--- src/hdl/fsq_consts.vh ---
// constants for the flash sequencer status, clear and stop slice
`ifndef FSQ_CONSTS_VH
`define FSQ_CONSTS_VH

// ************************************************************
// register offsets (byte addresses on the plain register port)
// ************************************************************
`define FSQ_AW              8
`define FSQ_A_ERR_STATUS    8'h00
`define FSQ_A_STATUS_HIGH   8'h01
`define FSQ_A_REG_INIT      8'h02
`define FSQ_A_AP_HIGH       8'h03
`define FSQ_A_AP_LOW        8'h04
`define FSQ_A_END_HIGH      8'h05
`define FSQ_A_END_LOW       8'h06
`define FSQ_A_WD_HIGH       8'h07
`define FSQ_A_WD_LOW        8'h08
`define FSQ_A_AREA_SEL      8'h09
`define FSQ_A_CFDF_CTRL     8'h0A
`define FSQ_A_EXTRA_CTRL    8'h0B
`define FSQ_A_MODE          8'h0C
`define FSQ_A_IRQ_STATUS    8'h0D
`define FSQ_A_IRQ_MASK      8'h0E

// ************************************************************
// field positions and values
// ************************************************************
`define FSQ_ERR_EXTRA       5
`define FSQ_ERR_CFDF        4
`define FSQ_ERR_BLANK       3
`define FSQ_ERR_VERIFY      2
`define FSQ_ERR_WRITE       1
`define FSQ_ERR_ERASE       0
`define FSQ_ERR_USED        6'h3F
`define FSQ_STH_CFDF_END    6
`define FSQ_STH_EXTRA_END   7
`define FSQ_CTRL_START      0
`define FSQ_CTRL_FSTOP      6
`define FSQ_INIT_ON         8'h01
`define FSQ_INIT_OFF        8'h00
`define FSQ_ZERO8           8'h00
`define FSQ_ZERO16          16'h0000
`define FSQ_ZERO6           6'h00
`define FSQ_ZERO4           4'h0
`define FSQ_MODE_NONE       2'h0
`define FSQ_IRQ_CFDF_DONE   0
`define FSQ_IRQ_EXTRA_DONE  1
`define FSQ_IRQ_ERR         2
`define FSQ_IRQ_STOPPED     3
// cycles a command keeps the sequencer busy in this model of the engine
`define FSQ_RUN_CYCLES      8'h10
`define FSQ_ONE8            8'h01

`endif

--- src/hdl/fsq_seq_engine.v ---
// one sequencer engine: run, forced stop and end indication
`timescale 1ns/1ps
`default_nettype none
`include "fsq_consts.vh"

module fsq_seq_engine (
  input  wire       core_clk,   // system clock
  input  wire       rst,        // async reset, active high
  input  wire       start,      // control register start bit level
  input  wire       fstop,      // forced stop request level
  input  wire       fail,       // command error input from the array
  output reg        busy_r,     // command executing
  output reg        end_r,      // end indication, held until start clears
  output reg        done_r,     // one-cycle pulse at completion
  output reg        err_r,      // one-cycle pulse: completion with error
  output reg        stop_r      // one-cycle pulse: aborted by forced stop
);

  localparam [2:0] S_IDLE = 3'b001;
  localparam [2:0] S_RUN  = 3'b010;
  localparam [2:0] S_END  = 3'b100;

  reg [2:0] state_r;
  reg [7:0] cnt_r;

  // ************************************************************
  // sequence: idle -> run -> end, end held until start drops
  // ************************************************************
  always @(posedge core_clk or posedge rst) begin
    if (rst) begin
      state_r <= S_IDLE;
      cnt_r   <= `FSQ_ZERO8;
      busy_r  <= 1'b0;
      end_r   <= 1'b0;
      done_r  <= 1'b0;
      err_r   <= 1'b0;
      stop_r  <= 1'b0;
    end else begin
      done_r <= 1'b0;
      err_r  <= 1'b0;
      stop_r <= 1'b0;
      case (state_r)
        S_IDLE: begin
          if (start) begin
            state_r <= S_RUN;
            busy_r  <= 1'b1;
            cnt_r   <= `FSQ_RUN_CYCLES;
          end
        end
        S_RUN: begin
          // forced stop aborts at once, no completion check done
          if (fstop) begin
            state_r <= S_END;
            busy_r  <= 1'b0;
            end_r   <= 1'b1;
            stop_r  <= 1'b1;
          end else if (cnt_r == `FSQ_ONE8) begin
            state_r <= S_END;
            busy_r  <= 1'b0;
            end_r   <= 1'b1;
            done_r  <= 1'b1;
            err_r   <= fail;
          end else begin
            cnt_r <= cnt_r - `FSQ_ONE8;
          end
        end
        S_END: begin
          // end returns to zero only once software clears the control
          if (!start) begin
            state_r <= S_IDLE;
            end_r   <= 1'b0;
          end
        end
        default: begin
          state_r <= S_IDLE;
          busy_r  <= 1'b0;
          end_r   <= 1'b0;
        end
      endcase
    end
  end

endmodule
`default_nettype wire

--- src/hdl/fsq_irq.v ---
// sticky event status with mask and level interrupt
`timescale 1ns/1ps
`default_nettype none
`include "fsq_consts.vh"

module fsq_irq (
  input  wire       core_clk,   // system clock
  input  wire       rst,        // async reset, active high
  input  wire [3:0] ev,         // event pulses
  input  wire       clr,        // read of status register: clear
  input  wire [3:0] mask,       // enable mask
  output reg  [3:0] status_r,   // sticky bits
  output reg        irq_r       // level interrupt
);

  // ************************************************************
  // sticky set wins over read clear so no event is lost
  // ************************************************************
  always @(posedge core_clk or posedge rst) begin
    if (rst) begin
      status_r <= `FSQ_ZERO4;
      irq_r    <= 1'b0;
    end else begin
      status_r <= (clr ? `FSQ_ZERO4 : status_r) | ev;
      irq_r    <= |(((clr ? `FSQ_ZERO4 : status_r) | ev) & mask);
    end
  end

endmodule
`default_nettype wire

--- src/hdl/fsq_top.v ---
// flash sequencer pair: error status, register initialisation, forced stop
//
// Added by the designer: the register offsets and the plain strobed port.
`timescale 1ns/1ps
`default_nettype none
`include "fsq_consts.vh"

// Behaviour
// - the error status register is 8 bits, flags in bits 5..0, bits 7..6 read zero.
// - bit 5 flags an extra area sequencer error and bit 4 a code/data sequencer error.
// - bits 3..0 flag blank check, internal verify, write and erase errors.
// - writing 0x01 then 0x00 to the init register clears the registers at 0x03..0x0B.
// - the init pulse leaves the error status untouched.
// - a forced stop aborts a running code/data sequencer command.
// - after control clear, end reads zero at bit 6 (code/data) and bit 7 (extra).
module fsq_top (
  input  wire       core_clk,    // system clock, 100 MHz
  input  wire       rst,         // async reset, active high
  input  wire [7:0] addr,        // register address
  input  wire [7:0] wdata,       // write data
  input  wire       wr,          // write strobe
  input  wire       rd,          // read strobe
  input  wire [1:0] cmd_kind_fail, // array fail result: [0] code/data, [1] extra
  output reg  [7:0] rdata_r,     // read data, valid cycle after rd
  output reg        cfdf_busy_r, // code/data sequencer executing
  output reg        extra_busy_r, // extra sequencer executing
  output reg        irq_r        // level interrupt
);

  // ************************************************************
  // software visible registers
  // ************************************************************
  reg  [7:0] init_r;
  reg  [7:0] ap_high_r;
  reg  [7:0] ap_low_r;
  reg  [7:0] end_high_r;
  reg  [7:0] end_low_r;
  reg  [7:0] wd_high_r;
  reg  [7:0] wd_low_r;
  reg  [7:0] area_sel_r;
  reg  [7:0] cfdf_ctrl_r;
  reg  [7:0] extra_ctrl_r;
  reg  [1:0] mode_r;
  reg  [5:0] err_r;
  reg  [3:0] irq_mask_r;
  wire       init_pulse;
  wire       c_busy;
  wire       c_end;
  wire       c_done;
  wire       c_err;
  wire       c_stop;
  wire       e_busy;
  wire       e_end;
  wire       e_done;
  wire       e_err;
  wire [7:0] mode_nxt;
  wire [7:0] irq_mask_nxt;
  wire [3:0] irq_status;
  wire       irq_w;
  wire       irq_clr;
  wire [5:0] err_set;

  // write helper shared by all plain registers
  function [7:0] wr_reg;
    input [7:0] cur;
    input [7:0] a;
    input [7:0] target;
    input       we;
    input [7:0] d;
    begin
      wr_reg = (we && (a == target)) ? d : cur;
    end
  endfunction

  // init fires on the falling 0x01 -> 0x00 write pair
  assign init_pulse = wr && (addr == `FSQ_A_REG_INIT) && (wdata == `FSQ_INIT_OFF)
                      && (init_r == `FSQ_INIT_ON);

  // narrow registers use the shared byte-wide helper, then keep only their own bits
  assign mode_nxt     = wr_reg({6'b0, mode_r}, addr, `FSQ_A_MODE, wr, wdata);
  assign irq_mask_nxt = wr_reg({4'b0, irq_mask_r}, addr, `FSQ_A_IRQ_MASK, wr, wdata);

  // ************************************************************
  // register writes and initialisation clear
  // ************************************************************
  // the clear ignores whether a sequencer runs; misuse is software's fault
  always @(posedge core_clk or posedge rst) begin
    if (rst) begin
      init_r       <= `FSQ_ZERO8;
      ap_high_r    <= `FSQ_ZERO8;
      ap_low_r     <= `FSQ_ZERO8;
      end_high_r   <= `FSQ_ZERO8;
      end_low_r    <= `FSQ_ZERO8;
      wd_high_r    <= `FSQ_ZERO8;
      wd_low_r     <= `FSQ_ZERO8;
      area_sel_r   <= `FSQ_ZERO8;
      cfdf_ctrl_r  <= `FSQ_ZERO8;
      extra_ctrl_r <= `FSQ_ZERO8;
      mode_r       <= `FSQ_MODE_NONE;
      irq_mask_r   <= `FSQ_ZERO4;
    end else begin
      init_r     <= wr_reg(init_r, addr, `FSQ_A_REG_INIT, wr, wdata);
      mode_r     <= mode_nxt[1:0];
      irq_mask_r <= irq_mask_nxt[3:0];
      if (init_pulse) begin
        ap_high_r    <= `FSQ_ZERO8;
        ap_low_r     <= `FSQ_ZERO8;
        end_high_r   <= `FSQ_ZERO8;
        end_low_r    <= `FSQ_ZERO8;
        wd_high_r    <= `FSQ_ZERO8;
        wd_low_r     <= `FSQ_ZERO8;
        area_sel_r   <= `FSQ_ZERO8;
        cfdf_ctrl_r  <= `FSQ_ZERO8;
        extra_ctrl_r <= `FSQ_ZERO8;
      end else begin
        ap_high_r    <= wr_reg(ap_high_r, addr, `FSQ_A_AP_HIGH, wr, wdata);
        ap_low_r     <= wr_reg(ap_low_r, addr, `FSQ_A_AP_LOW, wr, wdata);
        end_high_r   <= wr_reg(end_high_r, addr, `FSQ_A_END_HIGH, wr, wdata);
        end_low_r    <= wr_reg(end_low_r, addr, `FSQ_A_END_LOW, wr, wdata);
        wd_high_r    <= wr_reg(wd_high_r, addr, `FSQ_A_WD_HIGH, wr, wdata);
        wd_low_r     <= wr_reg(wd_low_r, addr, `FSQ_A_WD_LOW, wr, wdata);
        area_sel_r   <= wr_reg(area_sel_r, addr, `FSQ_A_AREA_SEL, wr, wdata);
        cfdf_ctrl_r  <= wr_reg(cfdf_ctrl_r, addr, `FSQ_A_CFDF_CTRL, wr, wdata);
        extra_ctrl_r <= wr_reg(extra_ctrl_r, addr, `FSQ_A_EXTRA_CTRL, wr, wdata);
      end
    end
  end

  // ************************************************************
  // sequencer engines
  // ************************************************************
  fsq_seq_engine u_cfdf (
    .core_clk (core_clk),
    .rst      (rst),
    .start    (cfdf_ctrl_r[`FSQ_CTRL_START]),
    .fstop    (cfdf_ctrl_r[`FSQ_CTRL_FSTOP]),
    .fail     (cmd_kind_fail[0]),
    .busy_r   (c_busy),
    .end_r    (c_end),
    .done_r   (c_done),
    .err_r    (c_err),
    .stop_r   (c_stop)
  );

  // the extra area sequencer has no forced stop
  fsq_seq_engine u_extra (
    .core_clk (core_clk),
    .rst      (rst),
    .start    (extra_ctrl_r[`FSQ_CTRL_START]),
    .fstop    (1'b0),
    .fail     (cmd_kind_fail[1]),
    .busy_r   (e_busy),
    .end_r    (e_end),
    .done_r   (e_done),
    .err_r    (e_err),
    .stop_r   ()
  );

  // ************************************************************
  // error status: set by completions, a new code/data start clears old flags
  // ************************************************************
  // the failing command kind is taken from area select bits 3..0
  assign err_set = {e_err, c_err, (c_err | e_err) ? area_sel_r[3:0] : `FSQ_ZERO4};

  // a stopped command may leave flags; software must not trust them
  always @(posedge core_clk or posedge rst) begin
    if (rst) begin
      err_r <= `FSQ_ZERO6;
    end else if (cfdf_ctrl_r[`FSQ_CTRL_START] && !c_busy && !c_end) begin
      err_r <= err_set; // new command starts with fresh flags
    end else begin
      err_r <= err_r | err_set; // init pulse has no effect here
    end
  end

  // ************************************************************
  // interrupt events
  // ************************************************************
  assign irq_clr = rd && (addr == `FSQ_A_IRQ_STATUS);

  fsq_irq u_irq (
    .core_clk (core_clk),
    .rst      (rst),
    .ev       ({c_stop, c_err | e_err, e_done, c_done}),
    .clr      (irq_clr),
    .mask     (irq_mask_r),
    .status_r (irq_status),
    .irq_r    (irq_w)
  );

  // ************************************************************
  // read port and registered outputs
  // ************************************************************
  always @(posedge core_clk or posedge rst) begin
    if (rst) begin
      rdata_r      <= `FSQ_ZERO8;
      cfdf_busy_r  <= 1'b0;
      extra_busy_r <= 1'b0;
      irq_r        <= 1'b0;
    end else begin
      cfdf_busy_r  <= c_busy;
      extra_busy_r <= e_busy;
      irq_r        <= irq_w;
      rdata_r      <= `FSQ_ZERO8;
      if (rd) begin
        case (addr)
          `FSQ_A_ERR_STATUS:  rdata_r <= {2'b00, err_r & `FSQ_ERR_USED};
          `FSQ_A_STATUS_HIGH: rdata_r <= {e_end, c_end, 6'b0};
          `FSQ_A_REG_INIT:    rdata_r <= init_r;
          `FSQ_A_AP_HIGH:     rdata_r <= ap_high_r;
          `FSQ_A_AP_LOW:      rdata_r <= ap_low_r;
          `FSQ_A_END_HIGH:    rdata_r <= end_high_r;
          `FSQ_A_END_LOW:     rdata_r <= end_low_r;
          `FSQ_A_WD_HIGH:     rdata_r <= wd_high_r;
          `FSQ_A_WD_LOW:      rdata_r <= wd_low_r;
          `FSQ_A_AREA_SEL:    rdata_r <= area_sel_r;
          `FSQ_A_CFDF_CTRL:   rdata_r <= cfdf_ctrl_r;
          `FSQ_A_EXTRA_CTRL:  rdata_r <= extra_ctrl_r;
          `FSQ_A_MODE:        rdata_r <= {6'b0, mode_r};
          `FSQ_A_IRQ_STATUS:  rdata_r <= {4'b0, irq_status};
          `FSQ_A_IRQ_MASK:    rdata_r <= {4'b0, irq_mask_r};
          default:            rdata_r <= `FSQ_ZERO8;
        endcase
      end
    end
  end

endmodule
`default_nettype wire

--- config.mk ---
export PLATFORM = sky130hd
export DESIGN_NAME = fsq_top
export DESIGN_NICKNAME = d
export VERILOG_FILES = /design/src/hdl/fsq_seq_engine.v /design/src/hdl/fsq_irq.v /design/src/hdl/fsq_top.v
export VERILOG_INCLUDE_DIRS = /design/src /design/src/hdl
export SDC_FILE = /design/constraint.sdc
export NUM_CORES = 1
export LEC_CHECK = 0
export BUFFER_PORTS_ARGS = -buffer_cell sky130_fd_sc_hd__buf_2
export CAP_MARGIN = 40
export CORE_MARGIN = 2
export CORE_UTILIZATION = 45
export DETAILED_ROUTE_END_ITERATION = 10
export GPL_ROUTABILITY_DRIVEN = 0
export GPL_TIMING_DRIVEN = 0
export SYNTH_ARGS = -nofsm -noshare
export SYNTH_HDL_FRONTEND = slang
export SYNTH_SLANG_ARGS = --single-unit
--- constraint.sdc ---
create_clock -name core_clk -period 5.3 [get_ports core_clk]
set_input_delay 0.53 -clock core_clk [delete_from_list [all_inputs] [get_ports core_clk]]
set_output_delay 0.53 -clock core_clk [all_outputs]
set_load 0.005 [all_outputs]
==> key figures <==
Critical path
  – Logic depth of the worst register-to-register path: 6
  – Master of the slowest instance on the critical path: o211ai_1
  – Cells along the critical path: buf_2, buf_1, buf_1, nand2_1, o211ai_1, o21bai_1, o211ai_1
  – Worst setup EP type: register
  – Slowest stage delay, CP: about 0.8 ns
  – Worst endpoint data arrival time: 2.94 ns
  – Class of the most critical setup path: input pin to register
  – Critical Path Start Type: input pin
  – Data required time at the worst endpoint: 5.54 ns
  – Max FO, Critical Path: 10

Global route
  – Vias in the first global route: 5,712
  – Initial antenna violation count: 0
  – GRT overflow: 0
  – Maximum number of pins on one net before global-route repair: 79
  – Overall routing resource usage: 0.258
  – Wire length of the first global-routing pass: 31,700 µm

Power and ir drop
  – Peak supply drop: 256 µV
  – Power per unit of standard cell area: ~340 mW/mm²
  – Total net switching power: 649 µW
  – Part of the power in registers: 0.448
  – Fraction of power spent switching nets: 0.249
  – Internal power consumption: about 2.0 mW
  – Pleak: 3.72 nW
  – Part of the power in the clock network: 0.467
  – Combinational cell fraction of total power: 0.086

Logic synthesis
  – Synth Cell Area: 0.00673 mm²
  – Post-synth EDFFs: 0
  – Area fraction of the dominant cell type after synthesis: 0.510
  – Register bit count reported by yosys: 139
  – Synthesized instance count: just over 700
  – Mean Syn Cell Area: 9.32 µm²
  – Post-Synthesis Net Count: 748
  – Area leader, netlist: dfrtp_1
  – Share of synthesized area occupied by flip-flops and latches: 0.517
  – Synth async-reset ratio: 1.00
  – Most common flop cell mapped by yosys: dfrtp_1
  – Warnings, synthesis: 0
  – Biggest area contributors in the synthesized netlist: dfrtp_1, nand2_1, nand3_1
  – Distinct cell type count of the synthesized netlist: 63

Timing
  – Actual transition at the worst max-transition pin: 0.949 ns
  – Worst Clk Skew: 0.0131 ns
  – Fin crit period: ~2.7 ns
  – Count of final setup violators: 0
  – Final Hold Vio Count: 0
  – Unrepaired setup endpoints after global routing: false
  – Post-route fraction of the period consumed by the critical path: 0.510
  – Highest Clock Rate: 370 MHz
  – Max-slew violation count: 0
  – Max-slew headroom: 0.365
  – Final hold slack: 0.183 ns

Clock network
  – Clock latency on the worst-skew pair: 0.43 ns
  – Count of hold buffers inserted by post-cts repair: 0
  – Total setup buffers inserted after CTS: 0
  – H-tree depth reported by CTS: 4
  – Number of buffers inserted during clock tree synthesis: 17
  – Deepest clock path buffer count: 2
  – Clock tree from TritonCTS: yes
  – CTS clock-pin slew for the worst setup and hold paths: 0.06 ns
  – Number of cells upsized or downsized after cts: 0
  – Clock sink count: 139
  – Cell at the root of the clock tree: clkbuf_16

Die
  – Area enclosed by the die boundary: 0.0159 mm²
  – Top-level port count: 33
  – # rows: 44
  – Die outline height: around 130 µm
  – Core footprint: 0.0146 mm²
  – Width of the chip: 126 µm
  – Initial core utilization: 0.461

Route
  – Post-DR vias/cell: 5.96
  – ANT nets after route: 0
  – Total number of vias: a little under 6,000
  – Count of unresolved DRC violations after routing: 0
  – Detailed-route wire length: a little under 20,000 µm
  – Wirelength per Cell: 20.1 µm
  – Count of TritonRoute iterations in the first routing pass: 5
  – DRT iter0 DRCs: between 500 and 600

Layout
  – Layout cells sized above 1: 0.127
  – Total Nets Final: 800
  – Layout Area Growth over Synthesis: 15.3%
  – Area used by sequential logic in the layout: between 0.003 and 0.004 mm²
  – Final core utilization: 0.532
  – Top library cells by usage in the layout, fill and taps aside: nand2_1, dfrtp_1, nand3_1, buf_2, o21ai_0
  – Most common cell after layout, fill and taps aside: nand2_1
  – Ant diodes: 0
  – Area taken by multi-input logic gates: approximately 0.0030 mm²
  – Number of filler cells placed in the layout: approximately 1,300
  – Number of cells in the finished layout apart from fillers: between 900 and 1,000

Run status
  – Status: finished clean

Placed design
  – Placed Cells incl. Taps: 939
  – Half-perimeter wire length of the detailed placement result: 13,600 µm
  – Port Buffers: 32

Run
  – Total of max-cap violations: 0

Worst hold path
  – HP Class: input pin to async pin
==> path summary, 6_finish.rpt <==
check / slack [ns] / start / endpoint
setup / recovery: 2.60 / addr[3] / rdata_r[0]
hold / removal: 0.18 / rst / u_cfdf.state_r[2]
setup reg to reg: 3.06 / u_cfdf.state_r[2] / u_cfdf.cnt_r[3]
hold reg to reg: 0.35 / u_irq.irq_r / irq_r
max in group asynchronous: 4.32 / rst / u_extra.state_r[0]
min in group core_clk: 0.32 / cmd_kind_fail[1] / u_extra.err_r
==> cells in the mapped netlist (2+ instances only) <==
library cell,n
mux2_2,23
or2_1,2
a31oi_1,6
a221o_1,3
o21bai_1,2
buf_2,3
nor2b_1,8
nand4_2,2
nor3_1,11
mux4_2,2
a311oi_1,2
a32oi_1,6
nor2_1,30
o21ai_1,6
dfrtp_1,137
o31ai_1,3
clkbuf_1,29
a21o_1,7
xor2_1,5
buf_1,11
o22ai_1,2
mux2i_1,16
nand4b_1,2
and2_1,4
nand4_1,3
nand3b_1,7
ha_1,4
a22o_1,6
a222oi_1,2
and3_1,5
nand2_1,175
o211ai_1,5
dfstp_2,2
or4_1,3
a21oi_1,22
nand3_1,78
nor4_1,4
o21ai_0,34
o32ai_1,3
nand2b_1,7
inv_1,12
a22oi_1,3
nor3b_1,5
==> per-layer routing <==
layer,share of wire,up-vias,GRT usage
met4,0.023,0,0.0763
met5,0,-,0
met2,0.46,224,0.394
met3,0.068,35,0.0510
li1,-,2644,-
met1,0.45,2889,0.374
==> stage by stage <==
stage	setup TNS (ns)	total power, mW	area (µm²)	setup slack (ns)
5_1_grt	0	2.71	7750	2.56
3_3_place_gp	-68.61	1.40	7120	-0.513
3_5_place_dp	0	1.41	7150	2.31
2_1_floorplan	0	1.32	6730	1.05
6_report	0	2.61	7750	2.60
4_1_cts	0	2.63	7750	2.76
==> power by group through the flow <==
stage | combinational [mW] | clock [mW] | sequential [mW]
after floorplan | 0.149 | 0 | 1.17
after global placement | 0.215 | 0 | 1.19
after detailed placement | 0.222 | 0 | 1.19
after CTS | 0.223 | 1.24 | 1.17
after global routing | 0.252 | 1.28 | 1.18
final | 0.224 | 1.22 | 1.17
==> logic make-up (layout without fill, tap and decap cells) <==
family / count (synthesis) / after routing / share of synthesized area
flip-flops: 139 / 139 / 0.517
multiplexers: 41 / 41 / 0.0690
AO/OA/AOI/OAI: 122 / 122 / 0.118
adder cells (fa/ha/maj): 4 / 4 / 0.00744
XOR/XNOR: 5 / 5 / 0.00651
buffers and inverters: 55 / 120 / 0.0312
AND/OR/NAND/NOR: 356 / 356 / 0.250
==> state kept, by name, summed over array words and instances (netlist names), 8 cells and up <==
register,flops
ap_high_r,8
ap_low_r,8
area_sel_r,8
cfdf_ctrl_r,8
end_high_r,8
end_low_r,8
extra_ctrl_r,8
init_r,8
rdata_r,8
u_cfdf.cnt_r,8
u_extra.cnt_r,8
wd_high_r,8
wd_low_r,8
==> final cells by class <==
| type | count | area share |
|---|---|---|
| Buffer | 43 | 0.0213 |
| Clock buffer | 20 | 0.0589 |
| Clock inverter | 12 | 0.0190 |
| Inverter | 12 | 0.00645 |
| Multi-Input combinational cell | 528 | 0.392 |
| Sequential cell | 139 | 0.449 |
| Tap cell | 184 | 0.0297 |
| Timing Repair Buffer | 33 | 0.0242 |
==> worst max-delay path, delay by kind of cell <==
family	cells	cell delay (ns)
AOI/OAI and AO/OA	3	1.18
and+or+nand+nor	1	0.18
buffers and inverters	3	1.05
No activity file was read; power rests on OpenSTA's default activity.
